$ cat src/core/gsw_map.vh
`ifndef GSW_MAP_VH
`define GSW_MAP_VH

// ******************************************************
// register indices (byte address is four times the index)
// ******************************************************
`define GSW_IDX_FIRST_GAIN 12'h103
`define GSW_IDX_SECOND_GAIN 12'h107
`define GSW_IDX_MODE 12'h110
`define GSW_IDX_COND 12'h111
`define GSW_IDX_TRANS_1TO2 12'h112
`define GSW_IDX_TRANS_2TO1 12'h113
`define GSW_IDX_WAIT_1TO2 12'h114
`define GSW_IDX_WAIT_2TO1 12'h115
`define GSW_IDX_STATUS 12'h1F0

// ******************************************************
// reset values and field limits
// ******************************************************
`define GSW_RST_GAIN 16'h0190
`define GSW_RST_PARAM 16'h0000
`define GSW_MODE_MANUAL 16'h0000
`define GSW_MODE_AUTO 16'h0001
`define GSW_COND_MAX 16'h0005
`define GSW_COND_COMPLETE_ON 3'h0
`define GSW_COND_COMPLETE_OFF 3'h1
`define GSW_COND_NEAR_ON 3'h2
`define GSW_COND_NEAR_OFF 3'h3
`define GSW_COND_CMD_IDLE 3'h4
`define GSW_COND_CMD_PULSE 3'h5

// ******************************************************
// status fields
// ******************************************************
`define GSW_ST_SECOND 0
`define GSW_ST_WAITING 1
`define GSW_ST_RAMPING 2
`define GSW_ST_GAIN_LSB 16

// ******************************************************
// timing: one millisecond timebase at the core clock rate
// ******************************************************
`define GSW_CLK_HZ 250000000
`define GSW_TICK_MS 1
`define GSW_CYCLES_PER_MS ((`GSW_CLK_HZ / 1000) * `GSW_TICK_MS)

// ******************************************************
// axi response codes
// ******************************************************
`define GSW_RESP_OKAY 2'h0
`define GSW_RESP_SLVERR 2'h2

`endif

$ cat src/core/gsw_ms_tick.v
`default_nettype none

// ******************************************************
// millisecond timebase divider
// ******************************************************
module gsw_ms_tick
#(
   parameter CYCLES = 250000
)
(
   input wire core_clk,
   input wire resetn,
   input wire restart,
   output reg tick
);

   reg [31:0] count;

   // restart realigns the timebase so a wait or ramp gets whole milliseconds
   always @(posedge core_clk)
   begin
      if (!resetn)
      begin
         count <= 32'h00000000;
         tick <= 1'b0;
      end
      else if (restart)
      begin
         count <= 32'h00000000;
         tick <= 1'b0;
      end
      else if (count == CYCLES - 1)
      begin
         count <= 32'h00000000;
         tick <= 1'b1;
      end
      else
      begin
         count <= count + 32'h00000001;
         tick <= 1'b0;
      end
   end

endmodule

`default_nettype wire

$ cat src/core/gsw_gain_switch.v
`include "gsw_map.vh"
`default_nettype none

// Overview of operation
// - mode 0: select input alone picks set
// - mode 1: second set while condition true
// - codes 0-3: complete on/off, near on/off
// - code 4 command idle, 5 pulses arriving
// - transition starts only after wait time
// - ramp first to second over time 1
// - transition time 2 register, default zero
// - mode register, values 0/1, immediate
// - condition register, codes 0-5, immediate
// - ramp second to first over time 2
// - wait time 1 delays first-to-second
// - wait time 2 delays second-to-first
module gsw_gain_switch
#(
   parameter CYCLES_PER_MS = `GSW_CYCLES_PER_MS
)
(
   input wire core_clk,
   input wire resetn,
   input wire [31:0] s_axi_awaddr,
   input wire s_axi_awvalid,
   output reg s_axi_awready,
   input wire [31:0] s_axi_wdata,
   input wire [3:0] s_axi_wstrb,
   input wire s_axi_wvalid,
   output reg s_axi_wready,
   output reg [1:0] s_axi_bresp,
   output reg s_axi_bvalid,
   input wire s_axi_bready,
   input wire [31:0] s_axi_araddr,
   input wire s_axi_arvalid,
   output reg s_axi_arready,
   output reg [31:0] s_axi_rdata,
   output reg [1:0] s_axi_rresp,
   output reg s_axi_rvalid,
   input wire s_axi_rready,
   input wire positioning_complete,
   input wire near_position,
   input wire command_filtered_zero,
   input wire command_pulse_active,
   input wire gain_select,
   output reg [15:0] active_gain,
   output reg second_gain_selected
);

   // ******************************************************
   // state encoding
   // ******************************************************
   localparam [1:0] ST_SETTLED = 2'h0;
   localparam [1:0] ST_WAIT = 2'h1;
   localparam [1:0] ST_RAMP = 2'h2;

   reg [15:0] first_gain;
   reg [15:0] second_gain;
   reg [15:0] gain_switch_mode;
   reg [15:0] auto_switch_condition;
   reg [15:0] transition_time_first_to_second;
   reg [15:0] transition_time_second_to_first;
   reg [15:0] wait_time_first_to_second;
   reg [15:0] wait_time_second_to_first;

   reg [1:0] state;
   reg settled_second;
   reg [15:0] ms_count;
   reg [31:0] ramp_err;
   reg [15:0] ramp_target;
   reg [15:0] ramp_diff;
   reg ramp_up;
   reg timer_restart;
   wire ms_tick;

   // ******************************************************
   // millisecond timebase
   // ******************************************************
   gsw_ms_tick #(.CYCLES(CYCLES_PER_MS)) u_tick
   (
      .core_clk(core_clk),
      .resetn(resetn),
      .restart(timer_restart),
      .tick(ms_tick)
   );

   // ******************************************************
   // switching condition
   // ******************************************************
   reg auto_cond;
   reg want_second;

   // unknown codes never reach here since writes above five are refused
   always @*
   begin
      case (auto_switch_condition[2:0])
         `GSW_COND_COMPLETE_ON: auto_cond = positioning_complete;
         `GSW_COND_COMPLETE_OFF: auto_cond = ~positioning_complete;
         `GSW_COND_NEAR_ON: auto_cond = near_position;
         `GSW_COND_NEAR_OFF: auto_cond = ~near_position;
         `GSW_COND_CMD_IDLE: auto_cond = command_filtered_zero & ~command_pulse_active;
         `GSW_COND_CMD_PULSE: auto_cond = command_pulse_active;
         default: auto_cond = 1'b0;
      endcase
      if (gain_switch_mode[0])
         want_second = auto_cond;
      else
         want_second = gain_select;
   end

   // direction-dependent wait and transition times
   wire [15:0] cur_wait = settled_second ? wait_time_second_to_first :
                                           wait_time_first_to_second;
   wire [15:0] cur_trans = settled_second ? transition_time_second_to_first :
                                            transition_time_first_to_second;
   wire [15:0] dest_gain = settled_second ? first_gain : second_gain;
   wire [15:0] settled_gain = settled_second ? second_gain : first_gain;

   // ******************************************************
   // switching sequencer
   // ******************************************************
   // the ramp uses an error accumulator instead of a divider: each
   // millisecond adds the gain span, each clock spends one transition
   // time for one gain step, so the slope stays linear without a division
   always @(posedge core_clk)
   begin
      if (!resetn)
      begin
         state <= ST_SETTLED;
         settled_second <= 1'b0;
         ms_count <= 16'h0000;
         ramp_err <= 32'h00000000;
         ramp_target <= `GSW_RST_GAIN;
         ramp_diff <= 16'h0000;
         ramp_up <= 1'b0;
         timer_restart <= 1'b0;
         active_gain <= `GSW_RST_GAIN;
         second_gain_selected <= 1'b0;
      end
      else
      begin
         timer_restart <= 1'b0;
         case (state)
            ST_SETTLED:
            begin
               // follow gain register edits while no switch is pending
               active_gain <= settled_gain;
               if (want_second != settled_second)
               begin
                  state <= ST_WAIT;
                  ms_count <= 16'h0000;
                  timer_restart <= 1'b1;
               end
            end
            ST_WAIT:
            begin
               if (want_second == settled_second)
                  state <= ST_SETTLED; // condition dropped before the wait ran out
               else if (ms_count >= cur_wait)
               begin
                  ms_count <= 16'h0000;
                  timer_restart <= 1'b1;
                  second_gain_selected <= ~settled_second;
                  if (cur_trans == 16'h0000)
                  begin
                     active_gain <= dest_gain;
                     settled_second <= ~settled_second;
                     state <= ST_SETTLED;
                  end
                  else
                  begin
                     state <= ST_RAMP;
                     ramp_target <= dest_gain;
                     ramp_err <= 32'h00000000;
                     ramp_up <= dest_gain >= active_gain;
                     ramp_diff <= (dest_gain >= active_gain) ? dest_gain - active_gain :
                                                              active_gain - dest_gain;
                  end
               end
               else if (ms_tick)
                  ms_count <= ms_count + 16'h0001;
            end
            ST_RAMP:
            begin
               if (ms_tick)
               begin
                  if (ms_count + 16'h0001 >= cur_trans)
                  begin
                     // last millisecond lands exactly on the target
                     active_gain <= ramp_target;
                     settled_second <= ~settled_second;
                     state <= ST_SETTLED;
                  end
                  else
                  begin
                     ms_count <= ms_count + 16'h0001;
                     ramp_err <= ramp_err + {16'h0000, ramp_diff};
                  end
               end
               else if (ramp_err >= {16'h0000, cur_trans})
               begin
                  ramp_err <= ramp_err - {16'h0000, cur_trans};
                  if (ramp_up)
                     active_gain <= active_gain + 16'h0001;
                  else
                     active_gain <= active_gain - 16'h0001;
               end
            end
            default:
               state <= ST_SETTLED;
         endcase
      end
   end

   // ******************************************************
   // axi4-lite write channel
   // ******************************************************
   wire [11:0] wr_idx = s_axi_awaddr[13:2];
   wire [11:0] rd_idx = s_axi_araddr[13:2];
   wire wr_fire = s_axi_awvalid & s_axi_wvalid & ~s_axi_awready & ~s_axi_bvalid;

   // merge byte lanes into the low half-word; upper lanes have no storage
   function [15:0] merge;
      input [15:0] old;
      input [31:0] data;
      input [3:0] strb;
      begin
         merge = {strb[1] ? data[15:8] : old[15:8], strb[0] ? data[7:0] : old[7:0]};
      end
   endfunction

   wire [15:0] wr_mode = merge(gain_switch_mode, s_axi_wdata, s_axi_wstrb);
   wire [15:0] wr_cond = merge(auto_switch_condition, s_axi_wdata, s_axi_wstrb);

   // address and data are taken together in one cycle, answered next cycle
   always @(posedge core_clk)
   begin
      if (!resetn)
      begin
         s_axi_awready <= 1'b0;
         s_axi_wready <= 1'b0;
         s_axi_bvalid <= 1'b0;
         s_axi_bresp <= `GSW_RESP_OKAY;
         first_gain <= `GSW_RST_GAIN;
         second_gain <= `GSW_RST_GAIN;
         gain_switch_mode <= `GSW_MODE_MANUAL;
         auto_switch_condition <= `GSW_RST_PARAM;
         transition_time_first_to_second <= `GSW_RST_PARAM;
         transition_time_second_to_first <= `GSW_RST_PARAM;
         wait_time_first_to_second <= `GSW_RST_PARAM;
         wait_time_second_to_first <= `GSW_RST_PARAM;
      end
      else
      begin
         s_axi_awready <= wr_fire;
         s_axi_wready <= wr_fire;
         if (s_axi_bvalid & s_axi_bready)
            s_axi_bvalid <= 1'b0;
         else if (wr_fire)
         begin
            s_axi_bvalid <= 1'b1;
            s_axi_bresp <= `GSW_RESP_OKAY;
            case (wr_idx)
               `GSW_IDX_FIRST_GAIN:
                  first_gain <= merge(first_gain, s_axi_wdata, s_axi_wstrb);
               `GSW_IDX_SECOND_GAIN:
                  second_gain <= merge(second_gain, s_axi_wdata, s_axi_wstrb);
               `GSW_IDX_MODE:
                  // out-of-range values are refused rather than truncated
                  if (wr_mode <= `GSW_MODE_AUTO)
                     gain_switch_mode <= wr_mode;
                  else
                     s_axi_bresp <= `GSW_RESP_SLVERR;
               `GSW_IDX_COND:
                  if (wr_cond <= `GSW_COND_MAX)
                     auto_switch_condition <= wr_cond;
                  else
                     s_axi_bresp <= `GSW_RESP_SLVERR;
               `GSW_IDX_TRANS_1TO2:
                  transition_time_first_to_second <=
                     merge(transition_time_first_to_second, s_axi_wdata, s_axi_wstrb);
               `GSW_IDX_TRANS_2TO1:
                  transition_time_second_to_first <=
                     merge(transition_time_second_to_first, s_axi_wdata, s_axi_wstrb);
               `GSW_IDX_WAIT_1TO2:
                  wait_time_first_to_second <=
                     merge(wait_time_first_to_second, s_axi_wdata, s_axi_wstrb);
               `GSW_IDX_WAIT_2TO1:
                  wait_time_second_to_first <=
                     merge(wait_time_second_to_first, s_axi_wdata, s_axi_wstrb);
               default:
                  s_axi_bresp <= `GSW_RESP_SLVERR;
            endcase
         end
      end
   end

   // ******************************************************
   // axi4-lite read channel
   // ******************************************************
   reg [31:0] rd_value;
   reg rd_ok;

   // status word shows the live sequencer state and the gain in use
   always @*
   begin
      rd_ok = 1'b1;
      rd_value = 32'h00000000;
      case (rd_idx)
         `GSW_IDX_FIRST_GAIN: rd_value = {16'h0000, first_gain};
         `GSW_IDX_SECOND_GAIN: rd_value = {16'h0000, second_gain};
         `GSW_IDX_MODE: rd_value = {16'h0000, gain_switch_mode};
         `GSW_IDX_COND: rd_value = {16'h0000, auto_switch_condition};
         `GSW_IDX_TRANS_1TO2: rd_value = {16'h0000, transition_time_first_to_second};
         `GSW_IDX_TRANS_2TO1: rd_value = {16'h0000, transition_time_second_to_first};
         `GSW_IDX_WAIT_1TO2: rd_value = {16'h0000, wait_time_first_to_second};
         `GSW_IDX_WAIT_2TO1: rd_value = {16'h0000, wait_time_second_to_first};
         `GSW_IDX_STATUS:
         begin
            rd_value[`GSW_ST_SECOND] = second_gain_selected;
            rd_value[`GSW_ST_WAITING] = (state == ST_WAIT);
            rd_value[`GSW_ST_RAMPING] = (state == ST_RAMP);
            rd_value[31:`GSW_ST_GAIN_LSB] = active_gain;
         end
         default: rd_ok = 1'b0;
      endcase
   end

   always @(posedge core_clk)
   begin
      if (!resetn)
      begin
         s_axi_arready <= 1'b0;
         s_axi_rvalid <= 1'b0;
         s_axi_rdata <= 32'h00000000;
         s_axi_rresp <= `GSW_RESP_OKAY;
      end
      else
      begin
         s_axi_arready <= s_axi_arvalid & ~s_axi_arready & ~s_axi_rvalid;
         if (s_axi_rvalid & s_axi_rready)
            s_axi_rvalid <= 1'b0;
         else if (s_axi_arvalid & ~s_axi_arready & ~s_axi_rvalid)
         begin
            s_axi_rvalid <= 1'b1;
            s_axi_rdata <= rd_value;
            s_axi_rresp <= rd_ok ? `GSW_RESP_OKAY : `GSW_RESP_SLVERR;
         end
      end
   end

endmodule

`default_nettype wire

$ cat config.mk
export PLATFORM = sky130hd
export DESIGN_NAME = gsw_gain_switch
export DESIGN_NICKNAME = d
export VERILOG_FILES = /design/src/core/gsw_ms_tick.v /design/src/core/gsw_gain_switch.v
export VERILOG_INCLUDE_DIRS = /design/src /design/src/core
export SDC_FILE = /design/constraint.sdc
export NUM_CORES = 1
export LEC_CHECK = 0
export BUFFER_PORTS_ARGS = -buffer_cell sky130_fd_sc_hd__buf_2
export CELL_PAD_IN_SITES_DETAIL_PLACEMENT = 0
export CELL_PAD_IN_SITES_GLOBAL_PLACEMENT = 2
export CORE_ASPECT_RATIO = 0.8
export CORE_MARGIN = 4
export CORE_UTILIZATION = 40
export DETAILED_ROUTE_END_ITERATION = 10
export GPL_TIMING_DRIVEN = 0
export PLACE_DENSITY_LB_ADDON = 0.1
export SYNTH_ARGS = -nofsm -noshare
export SYNTH_HDL_FRONTEND = slang
export SYNTH_HIERARCHICAL = 1
export SYNTH_SLANG_ARGS = --single-unit
$ cat constraint.sdc
create_clock -name core_clk -period 12.25 [get_ports core_clk]
set_clock_uncertainty 0.15 [all_clocks]
set_input_delay 0.6125 -clock core_clk [delete_from_list [all_inputs] [get_ports core_clk]]
set_output_delay 0.6125 -clock core_clk [all_outputs]
set_load 0.05 [all_outputs]
* Word-level counts from Yosys, hierarchy flattened
Cells that the tools add are included.
Word-level totals: register bits after elaboration 303, RAM bits 0, memories 0, memory bits (read-only) 0, bits in latches 0, output and inout bits 58
Operators by class: $add $sub $neg 8, shift operators 0, mux-type cells 59, div/mod/pow operators 0, reduce and logical (&&, ||, !) cells 34, order comparisons 6, bitwise operators 21, equal/unequal tests 40, multiply operators 0
Operators with widths (number):
- 16-bit two-way mux | 19
- 12-bit by 9-bit equality test with 1-bit output (second input constant) | 17
- 32-bit two-way mux | 6
- 13-bit one-hot mux with 8 select lines | 1
- 16-bit one-hot mux with 3 select lines | 2
- 32-bit one-hot mux with 2 select lines | 1
- 4-bit AND reduction | 16
- 16-bit >= comparator | 3
- 16-bit by 1-bit adder with 16-bit output (second input constant) | 2
- 32-bit by 1-bit adder with 32-bit output (second input constant) | 1
- 32-bit by 16-bit adder with 32-bit output | 1
- 32-bit by 18-bit equality test with 1-bit output (second input constant) | 1
- 32-bit by 16-bit >= comparator with 1-bit output | 1
- 8-bit two-way mux | 4
- 16-bit subtractor | 2
- 32-bit by 16-bit subtractor with 32-bit output | 1
- 3-bit one-hot mux with 9 select lines | 1
- 6-bit AND reduction | 4
- 2-bit two-way mux | 9
- 16-bit by 1-bit less-or-equal comparator with 1-bit output (second input constant) | 1
- 16-bit by 3-bit less-or-equal comparator with 1-bit output (second input constant) | 1
- 16-bit zero test | 1
- 16-bit by 1-bit subtractor with 16-bit output (second input constant) | 1
- 2-bit inequality test (second input constant) | 7
- other kinds (26) | 65

* Logic depth before layout (Yosys ltp)
Gate-level depths: netlist of the first run.
word-level depth 7, mapped depth 19, mapped depth without buffers 17

* Hierarchy
The synthesis of the first run kept the hierarchy.
By module, submodules not included:
- gsw_gain_switch | cells an instance 2070, times used 1, area an instance 17108.9 µm², seq. area each 5365.1 µm²
- gsw_ms_tick | cells an instance 185, times used 1, area an instance 1597.8 µm², seq. area each 660.6 µm²

* Least setup slack after synthesis of the first run
Ideal clock, no wire load.
path type register to register, start point register settled_second, end point register ramp_err[12], arrival time 4796 ps, path slack 7187 ps, stages on the path, launching flop included 18, clock period less this slack 5063 ps, library setup time 117 ps, path through dfxtp_1 > clkbuf_1 > clkbuf_1 > clkbuf_1 > buf_1 > clkbuf_1 > mux2i_1 > fa_1 > a21o_1 > a221oi_1 > o21ai_1 > a221o_1 > a211oi_2 > a21oi_2 > and3b_1 > buf_6 > and3_4 > a32o_1
Between the ends: longest elaborated chain between the ends 5, elaborated cells on any way between the ends 17
Ends and longest elaborated chain:
- start: declaration | line gsw_gain_switch.v:67 | reg settled_second;
- start signal: assignment | line gsw_gain_switch.v:167 | settled_second <= ~settled_second;
- start signal: assignment | line gsw_gain_switch.v:191 | settled_second <= ~settled_second;
- 16-bit two-way mux | line gsw_gain_switch.v:114 | wire [15:0] cur_trans = settled_second ? transition_time_second_to_first :
- 32-bit by 16-bit subtractor with 32-bit output | line gsw_gain_switch.v:202 | ramp_err <= ramp_err - {16'h0000, cur_trans};
- 32-bit two-way mux | line gsw_gain_switch.v:200 | else if (ramp_err >= {16'h0000, cur_trans})
- 32-bit two-way mux | line gsw_gain_switch.v:185 | if (ms_tick)
- 32-bit one-hot mux with 2 select lines | line gsw_gain_switch.v:143 | case (state)
- end signal: assignment | line gsw_gain_switch.v:197 | ramp_err <= ramp_err + {16'h0000, ramp_diff};
- end signal: assignment | line gsw_gain_switch.v:202
- end: declaration | line gsw_gain_switch.v:69 | reg [31:0] ramp_err;
Several ways; a longest one is shown, not always the timed one. The select of a mux whose other input is x is not followed. A chain may end at the register's enable or synchronous reset.

* Final worst setup path of the first run
start point register settled_second, end point register ms_count[6]
Between the ends: longest elaborated chain between the ends 5, elaborated cells on any way between the ends 14
Ends and longest elaborated chain:
- 16-bit two-way mux | line gsw_gain_switch.v:112 | wire [15:0] cur_wait = settled_second ? wait_time_second_to_first :
- 16-bit >= comparator | line gsw_gain_switch.v:159 | else if (ms_count >= cur_wait)
- 16-bit two-way mux | line gsw_gain_switch.v:159
- 16-bit two-way mux | line gsw_gain_switch.v:157 | if (want_second == settled_second)
- 16-bit one-hot mux with 3 select lines | line gsw_gain_switch.v:143
- end signal: assignment | line gsw_gain_switch.v:181 | ms_count <= ms_count + 16'h0001;
- end signal: assignment | line gsw_gain_switch.v:196 | ms_count <= ms_count + 16'h0001;
- end: declaration | line gsw_gain_switch.v:68 | reg [15:0] ms_count;
Several ways; a longest one is shown, not always the timed one. The select of a mux whose other input is x is not followed.

==> results.py, run 1 <==
metrics = {
    "run_status": {
        "outcome": "finished clean",
    },
    "power": {
        "cellPowerDensity_mw_per_mm2": 195,
        "clkPwrFrac": 0.271,
        "pwr-share-comb": 0.457,
        "swShare": 0.425,
        "fin_total_pwr_mw": 4.13,
        "power_leakage_nw": 8.29,
        "ir_worst_vdd_mv": 0.0981,
        "internal_power_mw": 2.38,
        "seq_power_share": 0.272,
        "power_switching_mw": 1.76,
    },
    "sta": {
        "hold_violations": 0,
        "slew-limit-headroom": 0.0564,
        "drv_slew": 0,
        "fin_tns_setup_ns": 0,
        "holdWs_ns": 0.167,
        "rsz0062_at_grt": "false",
        "min_period_over_period": 0.570,
        "finalSetupViolCount": 0,
        "max_freq_ghz": 0.143,
        "worstMarginPinSlew_ns": 1.40,
        "fin_crit_ns": 6.98,
    },
    "cts": {
        "cts_root_buffer": "clkbuf_16",
        "postCtsHoldBufs": 0,
        "postCtsSetupBuffers": 0,
        "cts_buffer_depth": 3,
        "ctsHtreeMaxLevel": 2,
        "cts.clk_slew.worst_paths_ns": 0.06,
        "cts_inserted_buffers": 36,
        "cts-resized-gates": 0,
        "cts_num_sinks": 301,
        "insertion_delay_ns": 0.56,
        "cts_tree": "done",
    },
    "global_route": {
        "antenna_found_initial": 0,
        "grt_overflow": 0,
        "grt_first_pass_wirelength_mm": 110,
        "grt_start_max_net_pins": 16,
        "grt_pass1_vias": 17400,
        "grt_usage": 0.282,
    },
    "die": {
        "row_count": 70,
        "core_sq_mm": 0.0460,
        "io_pins": 170,
        "die_y_microns": 201,
        "start_util": 0.407,
        "die_w_microns": 250,
        "die-area_sq_mm": 0.0503,
    },
    "yosys": {
        "syn_area_sq_mm": 0.0187,
        "syn_inst": 2255,
        "synth-seq-cells": 301,
        "synth_edf_count": 0,
        "synth_simple_gate_area_share": 0.216,
        "yosys.area_share.xor_xnor": 0.0361,
        "synth_largest_area_cell": "dfxtp_1",
        "ys_async_sr_fraction": 0,
        "yosysSeqAreaShare": 0.322,
        "synth_cell_type_count": 95,
        "ys_warn_count": 6,
        "synth_top_family_by_area": "compound AO/OA/AOI/OAI gates",
        "yosysTopAreaCellShare": 0.322,
        "synthMuxAreaShare": 0.0805,
        "synth_fa_ha_area_frac": 0.0823,
        "synth.area.top_cells": "dfxtp_1 (32%), ha_1 (7.7%), mux2i_1 (7.4%)",
        "synth_compound_area_frac": 0.217,
        "synthFlopType": "dfxtp_1",
        "avgSynthCellArea_sq_um": 8.30,
    },
    "worst_setup_path": {
        "path_class": "reg2reg",
        "setup.worst_path.end_class": "register",
        "reg2reg_from": "settled_second$_SDFFE_PN0P_",
        "cp.required_ns": 12.58,
        "worstSetupStartpointType": "register",
        "arrival_ns": 7.30,
        "startpoint": "settled_second$_SDFFE_PN0P_",
        "cp_max_fo": 10,
    },
    "placement": {
        "io_buffer_count": 101,
        "dp_cells": 2970,
        "place_hpwl_mm": 57.1,
        "gp_congestion": 0.960,
    },
    "final_layout": {
        "utilization": 0.461,
        "diodes": 0,
        "fin_nets": 2628,
        "area_growth_pct": 13.4,
        "final_cell_mix": "dfxtp_1 (301), nand2_1 (221), nor2_1 (206)",
        "fillers": 4649,
        "fin_cells": 3033,
        "final_common_cell": "dfxtp_1",
        "register_area_sq_mm": 0.00603,
        "drive_above_1_share": 0.0979,
        "multi_input_area_sq_mm": 0.0119,
    },
    "drt": {
        "drc": 0,
        "wl_met2_mm": 31.1,
        "drtIter0Drc": 1740,
        "final_antenna_net_count": 0,
        "top_layer": "met4",
        "wl_met3_mm": 5.72,
        "firstDrtPassIters": 8,
        "wl_met1_mm": 35.4,
        "routedWlPerCell_microns": 24.3,
        "wirelength_mm": 73.7,
        "viasPerCell": 6.09,
        "vias": 18500,
    },
    "worst_hold_path": {
        "worstHoldStart": "s_axi_bready",
        "hp-class": "in2reg",
    },
    "job": {
        "drv_cap": 0,
    },
}
cells by family after synthesis:
| family | Yosys count |
|---|---|
| adder cells (fa/ha/maj) | 120 |
| buffers and inverters | 207 |
| flip-flops | 301 |
| AND/OR/NAND/NOR | 806 |
| XOR/XNOR | 77 |
| AO/OA/AOI/OAI | 594 |
| multiplexers | 149 |
| other | 1 |
power groups by stage:
stage               Clock (mW)  Sequential, mW  Combinational, mW
floorplan                    0            1.19               1.25
global placement             0            1.15               1.84
detailed placement           0            1.15               1.85
CTS                       1.14            1.12               1.86
global route              1.17            1.13               2.04
finish                    1.12            1.13               1.89
metrics by stage:
step	worst slack [ns]	area, sq um
floorplan	7.19	18700
global placement	5.52	20000
detailed placement	5.47	20000
CTS	5.47	21200
global route	4.96	21200
finish	5.27	21200
worst max-delay path: stages (launching register included):
cell and delay (ns):
dfxtp_1 0.30, clkbuf_1 0.30, clkbuf_1 0.55, clkbuf_1 0.49, buf_1 0.57, buf_1 0.78, mux2i_1 0.66, ha_1 0.36
a21o_1 0.16, a211o_1 0.31, nand2_1 0.07, a31o_2 0.26, nand3_1 0.24, o2111ai_1 0.54, clkbuf_1 0.37, clkbuf_1 0.44
o21ai_0 0.18, a21oi_1 0.14
cell usage after synthesis, types with 37 or more instances:
| cell type | number |
|---|---|
| a211oi_1 | 39 |
| a21o_1 | 49 |
| a21oi_1 | 164 |
| and2_1 | 40 |
| and3_1 | 37 |
| clkbuf_1 | 111 |
| dfxtp_1 | 301 |
| ha_1 | 115 |
| inv_1 | 72 |
| mux2i_1 | 138 |
| nand2_1 | 221 |
| nand3_1 | 84 |
| nor2_1 | 206 |
| nor4_1 | 38 |
| o21ai_0 | 75 |
| xnor2_1 | 49 |
per-layer routing:
layer,GRT usage,up-vias
met4,0.0663,0
li1,-,8608
met2,0.423,751
met5,0,-
met3,0.0450,101
met1,0.423,9021
final timing paths:
| path | endpoint | slack, ns | depth (start not counted) |
|---|---|---|---|
| worst min-delay path | s_axi_bvalid$_SDFFE_PP0P_ | 0.17 | 3 |
| worst max-delay path | ms_count[6]$_SDFFE_PN0P_ | 5.27 | 17 |
| worst min register to register | s_axi_rdata[31]$_SDFFE_PN0P_ | 0.30 | 2 |
| worst max register to register | ms_count[6]$_SDFFE_PN0P_ | 5.27 | 17 |
sequential cells by signal (all words and copies together), names as in the netlist, 2 cells and up:
signal	flops
wait_time_first_to_second	16
first_gain	16
transition_time_second_to_first	16
state	2
s_axi_rdata	32
ramp_diff	16
wait_time_second_to_first	16
active_gain	16
u_tick/count	32
transition_time_first_to_second	16
ms_count	16
second_gain	16
auto_switch_condition	16
ramp_err	32
ramp_target	16
gain_switch_mode	16
layout make-up:
cell class | instances | area share
Multi-Input combinational cell | 1748 | 0.559
Inverter | 73 | 0.0129
Clock inverter | 14 | 0.00737
Tap cell | 612 | 0.0361
Clock buffer | 49 | 0.0495
Timing Repair Buffer | 102 | 0.0242
Sequential cell | 301 | 0.284
Buffer | 134 | 0.0271
No activity file was read; power rests on OpenSTA's default activity.
==> run 2: changes to the inputs <==
--- a/config.mk
+++ b/config.mk
@@ -11,7 +11,7 @@
 export CELL_PAD_IN_SITES_GLOBAL_PLACEMENT = 2
 export CORE_ASPECT_RATIO = 0.8
 export CORE_MARGIN = 4
-export CORE_UTILIZATION = 40
+export CORE_UTILIZATION = 37
 export DETAILED_ROUTE_END_ITERATION = 10
 export GPL_TIMING_DRIVEN = 0
 export PLACE_DENSITY_LB_ADDON = 0.1
==> constraint.sdc (replaced) <==
create_clock -name core_clk -period 7 [get_ports core_clk]
set_clock_uncertainty 0.15 [all_clocks]
set_input_delay 0.35 -clock core_clk [delete_from_list [all_inputs] [get_ports core_clk]]
set_output_delay 0.35 -clock core_clk [all_outputs]
set_load 0.05 [all_outputs]
==> run 2 against run 1 <==
Effect of this change:
- maximum frequency up 5.2%
- final cell count up 2.5%
- sequential share of layout area down 0.27 points
- largest cell class unchanged
- largest power group unchanged
==> results.py, run 2 (synthesized netlist as in run 1, its figures left out) <==
metrics = {
    "global_route": {
        "grt_pass1_vias": 17500,
        "antenna_found_initial": 2,
        "grt_usage": 0.265,
        "grt_start_max_net_pins": 16,
        "grt_first_pass_wirelength_mm": 110,
        "grt_overflow": 0,
    },
    "sta": {
        "drv_slew": 0,
        "worstMarginPinSlew_ns": 1.39,
        "rsz0062_at_grt": "false",
        "max_freq_ghz": 0.151,
        "slew-limit-headroom": 0.0666,
        "fin_tns_setup_ns": 0,
        "finalSetupViolCount": 0,
        "fin_crit_ns": 6.63,
        "hold_violations": 0,
        "min_period_over_period": 0.948,
    },
    "cts": {
        "cts_inserted_buffers": 37,
        "cts_tree": "done",
        "cts_buffer_depth": 3,
        "ctsHtreeMaxLevel": 2,
        "insertion_delay_ns": 0.56,
        "postCtsSetupBuffers": 0,
        "cts_root_buffer": "clkbuf_16",
        "cts.clk_slew.worst_paths_ns": 0.06,
        "cts_num_sinks": 301,
    },
    "worst_setup_path": {
        "cp_max_fo": 10,
        "setup.worst_path.end_class": "register",
        "cp_slowest_cell": "buf_1",
        "cp.required_ns": 7.32,
        "crit_top_cell": "clkbuf_1",
        "cp_top_family": "buffers and inverters",
        "worstSetupStartpointType": "register",
        "cp.buffers_inverters": 5,
        "arrival_ns": 6.96,
        "path_class": "reg2reg",
        "path_cells": "clkbuf_1 -> clkbuf_1 -> clkbuf_1 -> buf_1 -> clkbuf_2 -> mux2i_1 -> ha_1 -> a21o_1 -> a221oi_1 -> o21ai_1 -> a221oi_1 -> nor2_1 -> nor2_1 -> a41oi_1 -> or4b_1 -> a31oi_1",
        "critPathMaxStageDelay_ns": 0.66,
    },
    "die": {
        "die_y_microns": 209,
        "die-area_sq_mm": 0.0542,
        "start_util": 0.375,
        "die_w_microns": 259,
        "core_sq_mm": 0.0499,
        "row_count": 73,
        "io_pins": 170,
    },
    "final_layout": {
        "final_common_cell": "dfxtp_1",
        "fin_nets": 2639,
        "final_cell_mix": "dfxtp_1 (301), nand2_1 (221), nor2_1 (206)",
        "fillers": 5096,
        "area_growth_pct": 14.5,
        "drive_above_1_share": 0.0986,
        "utilization": 0.430,
        "largestRegisters": "ramp_err x32, s_axi_rdata x32, u_tick/count x32",
    },
    "drt": {
        "routedWlPerCell_microns": 23.9,
        "firstDrtPassIters": 7,
        "viasPerCell": 5.90,
        "wirelength_mm": 74.3,
        "vias": 18400,
        "final_antenna_net_count": 0,
        "drtIter0Drc": 1561,
        "drc": 0,
    },
    "power": {
        "cellPowerDensity_mw_per_mm2": 337,
        "ir_worst_vdd_mv": 0.228,
        "power_leakage_nw": 8.33,
    },
    "placement": {
        "gp_congestion": 0.943,
        "place_hpwl_mm": 57.7,
        "io_buffer_count": 101,
    },
    "worst_hold_path": {
        "hp-class": "in2reg",
    },
    "job": {
        "drv_cap": 0,
    },
    "run_status": {
        "outcome": "finished clean",
    },
}
run 2: cell count changes in the layout (fill, tap and decap cells not counted), moves of 2 or more:
cell | previous run | this run
bufinv_16 | 3 | 1
nor4_4 | 1 | 3
nor4_2 | 4 | 2
clkbuf_8 | 8 | 6
dlygate4sd3_1 | 0 | 11
clkinvlp_4 | 0 | 4
clkinv_2 | 8 | 6
clkbuf_2 | 0 | 3
clkbuf_16 | 37 | 39
run 2: final timing paths:
check / start / end / slack (ns) / cells after the start
setup / recovery: settled_second$_SDFFE_PN0P_ / ramp_err[18]$_SDFFE_PN0P_ / 0.37 / 16
hold / removal: s_axi_wdata[13] / transition_time_first_to_second[13]$_SDFFE_PN0P_ / 0.04 / 3
setup reg to reg: settled_second$_SDFFE_PN0P_ / ramp_err[18]$_SDFFE_PN0P_ / 0.37 / 16
hold reg to reg: s_axi_rdata[30]$_SDFFE_PN0P_ / s_axi_rdata[30]$_SDFFE_PN0P_ / 0.30 / 2
run 2: where the power goes:
group	leakage (nW)	total (mW)	internal [mW]	switching (mW)
clock	0.583	1.94	1.12	0.819
combinational	5.31	3.31	1.19	2.12
sequential	2.43	1.97	1.81	0.157
total	8.33	7.23	4.12	3.10
run 2: timing repair:
item | in CTS | in global routing
hold buffers | 11 | 0
setup endpoints to repair | 0 | 37
hold endpoints to repair | 20 | 0
resized for setup | 0 | 8
run 2: metrics by stage:
stage	cells	hold slack, ns	worst slack (ns)	power (mW)	instance area [sq um]
finish	3109	0.0395	0.367	7.23	21400
global route	3108	0.0348	0.0851	7.58	21400
CTS	3108	0.0112	0.184	7.20	21400
detailed placement	3032	0.294	0.253	5.24	20100
global placement	3032	0.287	0.343	5.23	20100
floorplan	2256	0.290	1.94	4.25	18700
run 2: cell type report:
cell class / instances / area [sq um] / area share
Inverter: 73 / 274 / 0.0128
Timing Repair Buffer: 112 / 616 / 0.0287
Clock buffer: 51 / 1080 / 0.0505
Multi-Input combinational cell: 1748 / 11900 / 0.555
Clock inverter: 14 / 116 / 0.00543
Buffer: 134 / 579 / 0.0270
Sequential cell: 301 / 6030 / 0.281
Antenna cell: 1 / 2.50 / 0.000117
Tap cell: 675 / 845 / 0.0394
run 2: tightest hold or removal path, stage by stage:
cell and delay [ns]:
buf_2 0.18, nand2_1 0.08, a21oi_1 0.06
run 2: per-layer routing:
layer  global-route usage  up-vias  share of wire
met5                    0        -        0.00017
met4               0.0765        2          0.028
met3               0.0445      122          0.074
met2                0.392      698           0.42
met1                0.394     8904           0.48
li1                     -     8628              -
